===== src/nsx_params.svh =====
// constants for the nibble swap, xor and direction-load execute block
`ifndef NSX_PARAMS_SVH
`define NSX_PARAMS_SVH

// instruction and data widths
`define NSX_INSTR_W        12
`define NSX_DATA_W         8
`define NSX_FADDR_W        5

// opcode match patterns, value under mask
`define NSX_SWAP_MASK      12'hFC0
`define NSX_SWAP_VAL       12'h380
`define NSX_XORF_MASK      12'hFC0
`define NSX_XORF_VAL       12'h180
`define NSX_XORL_MASK      12'hF00
`define NSX_XORL_VAL       12'hF00
`define NSX_DIR_MASK       12'hFF8
`define NSX_DIR_VAL        12'h000

// field positions inside the opcode
`define NSX_DEST_BIT       5
`define NSX_FADDR_HI       4
`define NSX_LIT_HI         7
`define NSX_DIRSEL_HI      2

// direction-load selector range
`define NSX_DIRSEL_FIRST   3'h5
`define NSX_DIRSEL_LAST    3'h7
`define NSX_DIR_COUNT      3

// reset values: all port pins start as inputs
`define NSX_DIR_RESET      8'hFF
`define NSX_W_RESET        8'h00

`endif


===== src/nsx_pkg.sv =====
// types shared by the nibble swap, xor and direction-load execute block
`default_nettype none
`include "nsx_params.svh"

package nsx_pkg;

  typedef enum logic [2:0] {
    NSX_OP_NONE = 3'b000,
    NSX_OP_SWAP = 3'b001,
    NSX_OP_DIR  = 3'b010,
    NSX_OP_XORL = 3'b011,
    NSX_OP_XORF = 3'b100
  } nsx_op_e;

  typedef struct packed {
    nsx_op_e                     op;
    logic                        dest_f;
    logic [`NSX_FADDR_W-1:0]     faddr;
    logic [`NSX_DATA_W-1:0]      literal;
    logic [2:0]                  dir_sel;
  } nsx_decode_s;

  typedef struct packed {
    logic                        we;
    logic [`NSX_FADDR_W-1:0]     addr;
    logic [`NSX_DATA_W-1:0]      data;
  } nsx_file_wr_s;

  typedef struct packed {
    logic [`NSX_DATA_W-1:0]      w;
    logic                        zero;
    logic [`NSX_DIR_COUNT-1:0][`NSX_DATA_W-1:0] dir;
    nsx_file_wr_s                file_wr;
    logic                        done;
    logic                        unknown;
    logic                        bad_dir;
  } nsx_state_s;

endpackage : nsx_pkg
`default_nettype wire


===== src/nsx_decode.sv =====
// opcode decoder for the nibble swap, xor and direction-load execute block
`timescale 1ns/1ps
`default_nettype none
`include "nsx_params.svh"

module nsx_decode (
  // instruction word
  input  wire logic [`NSX_INSTR_W-1:0] instr_word,
  // decoded fields
  output var  nsx_pkg::nsx_decode_s    dec
);
  import nsx_pkg::*;

  always_comb begin
    dec         = '0;
    dec.op      = NSX_OP_NONE;
    dec.dest_f  = instr_word[`NSX_DEST_BIT];
    dec.faddr   = instr_word[`NSX_FADDR_HI:0];
    dec.literal = instr_word[`NSX_LIT_HI:0];
    dec.dir_sel = instr_word[`NSX_DIRSEL_HI:0];
    if ((instr_word & `NSX_SWAP_MASK) == `NSX_SWAP_VAL) begin
      dec.op = NSX_OP_SWAP; // RULE_01
    end else if ((instr_word & `NSX_XORF_MASK) == `NSX_XORF_VAL) begin
      dec.op = NSX_OP_XORF; // RULE_06
    end else if ((instr_word & `NSX_XORL_MASK) == `NSX_XORL_VAL) begin
      dec.op = NSX_OP_XORL; // RULE_05
    end else if ((instr_word & `NSX_DIR_MASK) == `NSX_DIR_VAL) begin
      dec.op = NSX_OP_DIR; // RULE_03
    end
  end

endmodule : nsx_decode
`default_nettype wire


===== src/nsx_exec.sv =====
// execute unit for nibble swap, register/literal xor and direction load
`timescale 1ns/1ps
`default_nettype none
`include "nsx_params.svh"

// Summary of operation
// RULE_01 - A nibble exchange opcode reads the addressed file register, swaps its two nibbles and leaves every flag alone.
// RULE_02 - The swapped byte goes to the accumulator when the destination bit is 0 and back to the file register when it is 1.
// RULE_03 - A direction-load opcode copies the accumulator into the direction register picked by the low three opcode bits, flags untouched.
// RULE_04 - Software only uses selector values 5, 6 or 7 for a direction load; other values are undefined.
// RULE_05 - A literal xor opcode xors the accumulator with the low eight opcode bits, writes the accumulator and updates zero.
// RULE_06 - A register xor opcode xors the accumulator with the file register at the five-bit address and updates zero.
// RULE_07 - The register xor result goes to the accumulator when the destination bit is 0 and to the file register when it is 1.
// RULE_08 - Each instruction is one word executed in one cycle, and zero is set exactly when an xor result is zero.
module nsx_exec #(
  parameter int DATA_W  = `NSX_DATA_W,
  parameter int FADDR_W = `NSX_FADDR_W
) (
  // clock and reset
  input  wire logic                    clk_sys,
  input  wire logic                    reset_n,
  // instruction issue from the fetch stage
  input  wire logic                    instr_valid,
  input  wire logic [`NSX_INSTR_W-1:0] instr_word,
  // register file read side
  output logic [`NSX_FADDR_W-1:0]      file_raddr,
  input  wire logic [`NSX_DATA_W-1:0]  file_rdata,
  // register file write side
  output var  nsx_pkg::nsx_file_wr_s   file_wr,
  // accumulator load from the rest of the core
  input  wire logic                    w_load_en,
  input  wire logic [`NSX_DATA_W-1:0]  w_load_data,
  // accumulator and zero flag
  output logic [`NSX_DATA_W-1:0]       w_value,
  output logic                         zero_flag,
  // port direction latches, selectors 5, 6 and 7
  output logic [`NSX_DATA_W-1:0]       port_a_direction,
  output logic [`NSX_DATA_W-1:0]       port_b_direction,
  output logic [`NSX_DATA_W-1:0]       port_c_direction,
  // per-instruction status pulses
  output logic                         instr_done,
  output logic                         instr_unknown,
  output logic                         dir_sel_invalid
);
  import nsx_pkg::*;

  // the datapath is built around byte nibbles and a 32-entry file
  if (DATA_W != `NSX_DATA_W || FADDR_W != `NSX_FADDR_W) begin : g_chk
    $error("nsx_exec supports only 8-bit data and 5-bit file addresses");
  end

  nsx_decode_s             dec;
  nsx_state_s              st_r;
  nsx_state_s              st_nxt;
  logic [`NSX_DATA_W-1:0]  src_byte;
  logic [`NSX_DATA_W-1:0]  swap_byte;
  logic [`NSX_DATA_W-1:0]  xor_byte;
  logic [1:0]              dir_idx;
  logic                    dir_ok;

  nsx_decode u_decode (
    .instr_word (instr_word),
    .dec        (dec)
  );

  // file operand address straight from the opcode field
  assign file_raddr = dec.faddr;

  // the file write lands one edge late, so a following instruction on the
  // same address would see the old byte; forward the pending write instead
  always_comb begin
    if (st_r.file_wr.we && st_r.file_wr.addr == dec.faddr) begin
      src_byte = st_r.file_wr.data;
    end else begin
      src_byte = file_rdata;
    end
  end

  assign swap_byte = {src_byte[3:0], src_byte[7:4]}; // RULE_01
  assign xor_byte  = st_r.w ^ ((dec.op == NSX_OP_XORL) ?
                               dec.literal : src_byte); // RULE_05 RULE_06

  // selectors below 5 are undefined for software; they are dropped here
  assign dir_ok  = dec.dir_sel >= `NSX_DIRSEL_FIRST; // RULE_04
  assign dir_idx = 2'(dec.dir_sel - `NSX_DIRSEL_FIRST);

  always_comb begin
    st_nxt            = st_r;
    st_nxt.file_wr.we = 1'b0;
    st_nxt.done       = 1'b0;
    st_nxt.unknown    = 1'b0;
    st_nxt.bad_dir    = 1'b0;
    // core load first, so an instruction of this unit in the same cycle wins
    if (w_load_en) begin
      st_nxt.w = w_load_data;
    end
    if (instr_valid) begin
      // every accepted opcode retires at the next edge
      st_nxt.done = dec.op != NSX_OP_NONE; // RULE_08
      case (dec.op)
        NSX_OP_SWAP: begin
          // no flag is written on this path
          if (dec.dest_f) begin
            st_nxt.file_wr.we   = 1'b1; // RULE_02
            st_nxt.file_wr.addr = dec.faddr;
            st_nxt.file_wr.data = swap_byte;
          end else begin
            st_nxt.w = swap_byte; // RULE_02
          end
        end
        NSX_OP_DIR: begin
          if (dir_ok) begin
            st_nxt.dir[dir_idx] = st_r.w; // RULE_03
          end else begin
            st_nxt.bad_dir = 1'b1; // RULE_04
          end
        end
        NSX_OP_XORL: begin
          st_nxt.w    = xor_byte; // RULE_05
          st_nxt.zero = xor_byte == '0; // RULE_08
        end
        NSX_OP_XORF: begin
          st_nxt.zero = xor_byte == '0; // RULE_06 RULE_08
          if (dec.dest_f) begin
            st_nxt.file_wr.we   = 1'b1; // RULE_07
            st_nxt.file_wr.addr = dec.faddr;
            st_nxt.file_wr.data = xor_byte;
          end else begin
            st_nxt.w = xor_byte; // RULE_07
          end
        end
        default: begin
          // opcodes of other units: left for them, reported only
          st_nxt.unknown = 1'b1;
        end
      endcase
    end
  end

  always_ff @(posedge clk_sys or negedge reset_n) begin
    if (!reset_n) begin
      st_r         <= '0;
      st_r.w       <= `NSX_W_RESET;
      st_r.dir[0]  <= `NSX_DIR_RESET;
      st_r.dir[1]  <= `NSX_DIR_RESET;
      st_r.dir[2]  <= `NSX_DIR_RESET;
    end else begin
      st_r <= st_nxt;
    end
  end

  assign file_wr          = st_r.file_wr;
  assign w_value          = st_r.w;
  assign zero_flag        = st_r.zero;
  assign port_a_direction = st_r.dir[0];
  assign port_b_direction = st_r.dir[1];
  assign port_c_direction = st_r.dir[2];
  assign instr_done       = st_r.done;
  assign instr_unknown    = st_r.unknown;
  assign dir_sel_invalid  = st_r.bad_dir;

endmodule : nsx_exec
`default_nettype wire


===== config.mk =====
export PLATFORM = sky130hd
export DESIGN_NAME = nsx_exec
export DESIGN_NICKNAME = d
export VERILOG_FILES = /design/src/nsx_pkg.sv /design/src/nsx_decode.sv /design/src/nsx_exec.sv
export VERILOG_INCLUDE_DIRS = /design/src
export SDC_FILE = /design/constraint.sdc
export NUM_CORES = 1
export LEC_CHECK = 0
export BUFFER_PORTS_ARGS = -buffer_cell sky130_fd_sc_hd__buf_2
export CORE_MARGIN = 3
export CORE_UTILIZATION = 35
export DETAILED_ROUTE_END_ITERATION = 8
export SLEW_MARGIN = 20
export SYNTH_ARGS = -nofsm -noshare
export SYNTH_HDL_FRONTEND = slang
export SYNTH_HIERARCHICAL = 1
export SYNTH_SLANG_ARGS = --single-unit
export TNS_END_PERCENT = 1

===== constraint.sdc =====
create_clock -name clk_sys -period 1.9 [get_ports clk_sys]
set_input_delay 0.38 -clock clk_sys [delete_from_list [all_inputs] [get_ports clk_sys]]
set_output_delay 0.38 -clock clk_sys [all_outputs]
set_load 0.02 [all_outputs]

[Word-level counts from Yosys, hierarchy flattened]
Cells that the tools add are included.
Word-level totals
  flip-flop bits (word level): 50
  latch bits: 0
  RAM bits: 0
  ROM bits: 0
  output and inout bits: 55
  logic and storage cells: 60
  memories: 0
Cells by class
  $add $sub $neg: 1
  $mul: 0
  div/mod/pow operators: 0
  magnitude comparators: 3
  equality and inequality tests: 10
  shift operators: 0
  multiplexer cells: 23
  bitwise gates (word level): 1
  reductions and logical operators: 11
Operators with widths (number)
  50-bit two-way mux: 1
  24-bit two-way mux: 2
  8-bit two-way mux: 6
  14-bit two-way mux: 2
  14-bit one-hot mux with 2 select lines: 1
  24-bit bitwise mux: 1
  8-bit one-hot mux with 3 select lines: 1
  8-bit demux with 2-bit select: 1
  12-bit logical NOT: 1
  3-bit two-way mux: 3
  8-bit logical NOT: 1
  8-bit bitwise XOR: 1
  3-bit by 2-bit == test with 1-bit output, second input constant: 2
  6-bit by 3-bit == test with 1-bit output, second input constant: 1
  6-bit by 4-bit == test with 1-bit output, second input constant: 1
  5-bit == test: 1
  4-bit == test, second input constant: 1
  1-bit two-way mux: 4
  2-bit inequality test, second input constant: 2
  4-bit AND reduction: 1
  4-bit OR reduction: 1
  3-bit by 1-bit == test with 1-bit output, second input constant: 1
  3-bit == test, second input constant: 1
  3-bit >= comparator, second input constant: 1
  10 further kinds: 11

[Longest topological paths before layout]
Gate-level depths: netlist (run 1).
  depth in word-level cells: 11
  depth in mapped cells: 11
  depth with buffers taken out: 8

[Hierarchy]
The synthesis (run 1) kept the hierarchy.
By module, submodules not included
  nsx_exec: instances 1, cells each 325, area an instance 3372.0 µm², seq. area each 1281.2 µm²
  nsx_decode: instances 1, cells each 27, area an instance 191.4 µm², seq. area each 0.0 µm²

[Worst setup path after synthesis (run 1)]
Ideal clock, no wire load.
  path type: input-to-reg
  start point: input instr_word[9]
  end point: register st_r (netlist bit w_value[2])
  data arrival time: 2.614 ns
  setup slack: -0.796 ns
  stages: 9
  path buffers: 1
  path through: or4_1 -> o31ai_2 -> and3b_1 -> buf_2 -> or2b_2 -> o211ai_1 -> o211ai_2 -> o22a_1 -> a31oi_1
RTL lines
  start: declaration: line nsx_exec.sv:24  | input wire logic [`NSX_INSTR_W-1:0] instr_word,
  end signal: assignment: line nsx_exec.sv:148  | st_r <= st_nxt;
  end: declaration: line nsx_exec.sv:53  | nsx_state_s st_r;

==> results.md, run 1 <==
* Final nets at 504
* Synth Flop Type: dfrtp_1
* Initial DRC Count at 243
* Sequential-to-total area share from yosys stat at 35.96%
* Clock root buffer: clkbuf_8
* Clk sink count at 50
* Clock Path Buffers at 2
* Non-filler instance count after layout at 607
* Pin count of the biggest net entering global routing at 34
* Dpl hpwl at 7715 um
* Critical path startpoint category: input port
* Final slew viol count at 0
* Worst r2r path cells at 6
* Area of the core at 9819 um2
* CP Capture Type: flip-flop
* I/O pin count at 87
* Post-Syn Instances at 352
* Drt drc at 0
* Routed WL at 11000 um
* Vias per cell at 5.474
* Slowest library cell on the worst path: or4_4
* Yosys Warn Count at 6
* Final Core Density at 48.57%
* Avg Inst Size Synth at 10.12 um2
* Final Cycle Share at 135.1%
* Clk_skew at 0.01112 ns
* DP Worst Slack at -0.9767 ns
* Setup violators final at 47
* WL per Instance at 18.13 um
* RSZ-0062 raised after global routing: true
* Final hold vios at 0
* Worst Setup SP: instr_word[9]
* Fmax at 389.7 MHz
* WP buf/inv at 4
* Levels on crit path at 12
* Syn Nets at 384
* Pleak at 2.164 nW
* Rows at 36
* Horiz. Die Dim at 106.9 um
* Area delta synth->final at 33.85%
* Power per standard cell area at 619.6 nW/um2
* Cell variety after synth at 50
* Switching Share at 35.40%
* Pre-Repair DR Iteration Count at 4
* Clock power share at 23.1%
* Fin worst setup slack at -0.6662 ns
* Critical R2R Launch: file_wr[10]
* Logic pwr share at 33.5%
* Max-cap violations at 0
* CP endpoint: w_value[1]
* Worst-path clk slew at 0.11 ns
* CTS tree: done
* Failing checks: setup timing
* Delay-heaviest family, CP: compound AO/OA/AOI/OAI gates
* Area contributors post-synth: dfrtp_1, dfstp_2, mux2_2, buf_4, xor2_1
* Minimum clock period at 2.566 ns
* Crit path DAT at 2.81 ns
* CP Class: in2reg
* Post-DRT Antenna Nets at 0
* RePlAce Congestion at 0.8926
* Design Area, Final at 4770 um2
* Status: complete, but fails checks
* CP required at 2.14 ns
* TritonCTS Buffers at 5
* Dpl cells at 580
* Maximum vdd ir drop at 0.3253 mV
* Hold WS at 0.02103 ns
* Synth area leader: dfrtp_1
* Mapped cell area at 3563 um2
* Reg power frac at 43.4%
* Total track usage at 19.20%
* Initial antenna violation count at 0
* Largest stage delay, worst path at 0.56 ns
* Via count at 3323
* Asr flop ratio synth at 100.0%
* Seq cells post-synth at 50
* Placed Area at 4343 um2
* Critical path fanouts, max at 6
* Worst Hold Class: in2async
* Net Sw Power at 1.046 mW
* Port buffer count at 86
* CTS H-tree depth at 2
* Share of layout cells above drive strength 1 at 55.18%
* Internal reg-to-reg setup slack at -0.51 ns
* CTS hold repair buffers at 0
* Cells along the critical path: buf_6, or4_4, o31ai_4, buf_6, and3b_2, buf_4, buf_4, nand2b_1, o211ai_1, o211ai_2, o22a_1, a31oi_1
* Initial core utilization at 36.29%
* Height of the die at 106.9 um
* FF-to-FF End: zero_flag
* Die Footprint at 11430 um2
* EDFF count, synth at 0
* Total gr overflow at 0
* Clock latency on the worst-skew pair at 0.31 ns
* Yosys top cell area share at 18.26%
* Least-Margin Pin Slew at 0.7126 ns
* Vias in the first global route at 3260
* Int Pwr at 1.909 mW
* Worst rel slew slack at 52.26%
* Global-route wire length before repair at 17430 um
## cell usage after synthesis, types with 2 or more instances
cell type and n:
o22a_1 8, xor2_1 13, nand4_1 11, mux2_2 34, o31ai_2 2, buf_6 7, nand3b_1 3, nand3_1 17
o211ai_1 9, and4_1 2, a31oi_1 8, nand2_1 29, dfrtp_1 26, dfstp_2 24, o21ai_0 2, buf_2 2
a21boi_0 9, a21oi_1 9, o21ai_1 8, nor2b_1 8, a211oi_1 8, mux2_4 3, buf_4 19, a32oi_1 8
nand2b_1 7, and2_2 3, nor2_1 4, clkbuf_1 5, o211ai_2 7, buf_1 8, mux2i_1 8, and2_1 15
or4_1 2, clkbuf_8 2, a211o_1 7
## cell usage in the layout, fill, tap and decap left out, types with 2 or more instances in the layout
cell type,count
o22a_1,8
buf_16,3
dfrtp_1,26
and2_1,14
a21oi_1,8
a21boi_0,8
nand3_1,16
o21ai_1,7
or4_4,2
o21ai_0,2
nand2b_1,7
buf_2,84
buf_12,7
a211oi_1,8
clkinv_4,2
buf_6,10
o211ai_2,6
nor2_1,2
clkbuf_8,5
buf_4,51
and2_2,3
nand3_2,2
a31oi_1,8
xor2_1,13
a32oi_1,8
nand4_1,11
o211ai_1,9
nand2_1,29
mux2_2,30
nand3b_1,3
o21ai_2,2
nor2b_1,7
a211o_1,7
mux2_4,7
dfstp_2,24
mux2i_1,7
## timing repair
action,CTS,global route
pin swaps,15,15
resized for setup,24,13
setup endpoints to repair,47,47
gates cloned,5,0
setup buffers,12,1
## cells by family after synthesis
family | after synthesis | share of synthesized area (%)
xor+xnor | 14 | 3.652
flops | 50 | 35.95
buf+inv | 46 | 9.445
compound gates | 88 | 19.14
simple gates | 109 | 17.56
mux | 45 | 14.26
## layout make-up
class                           count  area, um2
Multi-Input combinational cell    258       2064
Inverter                            1      3.754
Clock buffer                        5      68.82
Clock inverter                      3      28.78
Tap cell                          133      166.4
Timing Repair Buffer              156       1154
Sequential cell                    50       1281
Antenna cell                        1      2.502
Fill cell                         960       5050
## layer usage
| metal | track usage (%) | vias up | wire (um) |
|---|---|---|---|
| li1 | - | 1535 | - |
| met1 | 25.86 | 1620 | 4700 |
| met3 | 4.034 | 21 | 917 |
| met4 | 5.571 | 0 | 238 |
| met2 | 31.16 | 147 | 5146 |
| met5 | 0 | - | 0 |
## worst register-to-register path: cells and delay by family (launching register included)
kind,cells,cell delay (ns)
xor+xnor,1,0.60
simple gates,1,0.16
flops,1,0.42
compound gates,4,1.16
## how the worst min path moves through the flow
stage                        from         endpoint  slack (ns)  depth (start not counted)
after floorplan           reset_n  dir_sel_invalid        0.08                          0
after global placement    reset_n  dir_sel_invalid        0.37                          1
after detailed placement  reset_n  dir_sel_invalid        0.37                          1
after CTS                 reset_n       file_wr[7]        0.02                          1
after global routing      reset_n       file_wr[7]        0.04                          1
final                     reset_n       file_wr[5]        0.02                          1
## power by group through the flow
stage / combinational [mW] / sequential (mW) / clock, mW
floorplan: 0.527 / 1.38 / 0
global placement: 0.936 / 1.30 / 0
detailed placement: 0.949 / 1.30 / 0
CTS: 0.973 / 1.28 / 0.712
global route: 1.06 / 1.30 / 0.742
finish: 0.990 / 1.28 / 0.681
## through the flow
| stage | TNS, ns | power [mW] |
|---|---|---|
| final | -16.55 | 2.955 |
| after global routing | -20.13 | 3.105 |
| after CTS | -14.55 | 2.968 |
| after detailed placement | -31.30 | 2.251 |
| after global placement | -30.11 | 2.234 |
| after floorplan | -20.21 | 1.912 |
No activity file was read; power rests on OpenSTA's default activity.
==> run 2, diff against run 1 <==
--- a/config.mk
+++ b/config.mk
@@ -8,8 +8,10 @@
 export LEC_CHECK = 0
 export BUFFER_PORTS_ARGS = -buffer_cell sky130_fd_sc_hd__buf_2
 export CORE_MARGIN = 3
-export CORE_UTILIZATION = 35
+export CORE_UTILIZATION = 49
 export DETAILED_ROUTE_END_ITERATION = 8
+export PLACE_DENSITY = 0.77
+export SKIP_CTS_REPAIR_TIMING = 1
 export SLEW_MARGIN = 20
 export SYNTH_ARGS = -nofsm -noshare
 export SYNTH_HDL_FRONTEND = slang
==> run 2 against run 1 <==
  * The run still ends with setup timing left
  * Sequential power is essentially flat
  * Critical path depth decreased by 2
  * Core utilization is 17 points higher
  * Sequential cell count did not move
  * Clock power fell by 0.6%
  * Fmax rose by 0.18%
  * Non-clock buffer count down 6
  * Count of clock-buffer cells in the layout unchanged
  * Sequential share of layout area up 1.6 points
  * Cell count decreased by 7.4%
  * First-iteration DRC count fell by 14%
  * Largest cell class unchanged
  * Largest power group unchanged
==> results.md, run 2 (synthesis results as in run 1) <==
* Status: complete, but fails checks
* Failing checks: setup timing
* Max-cap violations at 0 (unchanged)
* CTS tree: done
* Horiz. Die Dim at 91.28 um (-15%)
* Most common cell after layout, fill and taps aside: buf_2
* TritonCTS Buffers at 5 (unchanged)
* Minimum clock period at 2.562 ns (-0.004505 ns)
* Cells along the critical path: buf_6, or4_4, o31ai_4, buf_4, and3b_1, and2_1, a211o_1, o211ai_2, o22a_1, a31oi_1
* Placed Area at 4282 um2 (-1.4%)
* Global-route wire length before repair at 15680 um (-10%)
* Design Area, Final at 4506 um2 (-5.5%)
* Reg power frac at 43.5% (about the same)
* Clock root buffer: clkbuf_8
* DP Worst Slack at -0.9685 ns (+0.008198 ns)
* Fmax at 390.4 MHz (+0.18%)
* Worst r2r path cells at 7 (+1)
* CTS H-tree depth at 2 (unchanged)
* Via count at 3217 (-3.2%)
* Die Footprint at 8331 um2 (-27%)
* Worst Hold Class: in2async
* Share of layout cells above drive strength 1 at 52.58% (-2.6 points)
* Critical R2R Launch: file_wr[9]
* Critical path startpoint category: input port
* Int Pwr at 1.908 mW (about the same)
* N_diodes at 0 (-1)
* Port buffer count at 86 (unchanged)
* Crit path DAT at 2.80 ns (about the same)
* Largest stage delay, worst path at 0.53 ns (-0.03 ns)
* RSZ-0062 raised after global routing: true
* CP Capture Type: flip-flop
* Dpl cells at 546 (-5.9%)
* Area of the multi-input gates at 1988 um2 (-3.7%)
* Clk sink count at 50 (unchanged)
* CP required at 2.14 ns (about the same)
* Clock latency on the worst-skew pair at 0.32 ns (about the same)
* Height of the die at 91.28 um (-15%)
* Clk_skew at 0.01041 ns (-0.0007042 ns)
* Setup violators final at 47 (unchanged)
* Area of the core at 6907 um2 (-30%)
* Non-filler instance count after layout at 562 (-7.4%)
* Fill cells at 607 (-37%)
* Vias per cell at 5.724 (+4.6%)
* Clock power share at 23.0% (about the same)
* Clock Path Buffers at 2 (unchanged)
* Worst-path clk slew at 0.10 ns (about the same)
* Total track usage at 23.63% (+4.4 points)
* Slowest library cell on the worst path: or4_4
* Routed WL at 10180 um (-7.4%)
* Fin worst setup slack at -0.6617 ns (+0.004505 ns)
* Pleak at 2.059 nW (-4.9%)
* Most frequent cells in the layout: buf_2, buf_4, mux2_2
* Final hold vios at 0 (unchanged)
* Final nets at 497 (-1.4%)
* Logic pwr share at 33.5% (about the same)
* Initial antenna violation count at 0 (unchanged)
* Switching Share at 35.21% (-0.19 points)
* Internal reg-to-reg setup slack at -0.19 ns (+0.32 ns)
* WL per Instance at 18.12 um (about the same)
* Initial core utilization at 51.59% (+15 points)
* Initial DRC Count at 208 (-14%)
* Drt drc at 0 (unchanged)
* Area delta synth->final at 26.44%
* Power per standard cell area at 653.5 nW/um2 (+5.5%)
* Dpl hpwl at 7109 um (-7.9%)
* CP Class: in2reg
* Reg area at 1281 um2 (unchanged)
* Vias in the first global route at 3161 (-3.0%)
* Total gr overflow at 0 (unchanged)
* RePlAce Congestion at 0.8958 (+0.36%)
* Pin count of the biggest net entering global routing at 51 (+50%)
* Worst rel slew slack at 56.90% (+4.6 points)
* Rows at 30 (-17%)
* Pre-Repair DR Iteration Count at 4 (unchanged)
* Final slew viol count at 0 (unchanged)
* Final Cycle Share at 134.8% (-0.24 points)
* Maximum vdd ir drop at 0.4475 mV (+38%)
* Critical path fanouts, max at 12 (+6)
* Post-DRT Antenna Nets at 0 (unchanged)
* Least-Margin Pin Slew at 0.6464 ns (-0.06618 ns)
* FF-to-FF End: w_value[5]
* I/O pin count at 87 (unchanged)
* Net Sw Power at 1.037 mW (-0.89%)
## run 2: cell type report
type                    instances  area share, %
repair buffers                150          22.58
well taps                      96          2.666
flip-flops and latches         50          28.44
clock buffers                   5          1.527
multi-input cells             257          44.13
inverters                       1        0.08331
clock inverters                 3         0.5832
## run 2: how the worst max path moves through the flow
stage / to / slack [ns] / cells after the start / start
detailed placement: w_value[2] / -0.97 / 9 / instr_word[11]
CTS: w_value[2] / -0.64 / 9 / instr_word[11]
finish: w_value[5] / -0.66 / 10 / instr_word[8]
global placement: w_value[2] / -0.85 / 9 / instr_word[11]
floorplan: w_value[2] / -0.64 / 9 / instr_word[11]
global route: zero_flag / -0.73 / 12 / instr_word[11]
## run 2: critical path: cells and delay by family
family                 cells  cell delay [ns]
and+or+nand+nor            3             1.23
buffers and inverters      2             0.25
AOI/OAI and AO/OA          5             0.93
## run 2: per-stage QoR
| step | hold slack (ns) | TNS, ns | power (mW) | util (%) |
|---|---|---|---|---|
| after global placement | 0.4840 | -26.40 | 2.245 | 61.99 |
| after floorplan | 0.08441 | -20.21 | 1.912 | - |
| final | 0.1504 | -16.30 | 2.944 | 65.24 |
| after CTS | 0.1831 | -12.55 | 2.960 | 63.37 |
| after global routing | 0.2173 | -18.73 | 3.101 | 65.24 |
| after detailed placement | 0.4920 | -28.81 | 2.275 | 61.99 |
## run 2: power by group through the flow
stage / Clock, mW / Sequential [mW] / Combinational (mW)
CTS: 0.703 / 1.28 / 0.977
global placement: 0 / 1.29 / 0.950
floorplan: 0 / 1.38 / 0.527
finish: 0.677 / 1.28 / 0.987
detailed placement: 0 / 1.30 / 0.976
global route: 0.754 / 1.30 / 1.05
## run 2: routing by layer
layer	GRT usage, %	share of wire [%]
met1	30.24	41
met5	0	0
met3	3.563	5.9
met4	10.93	2.4
met2	39.24	50
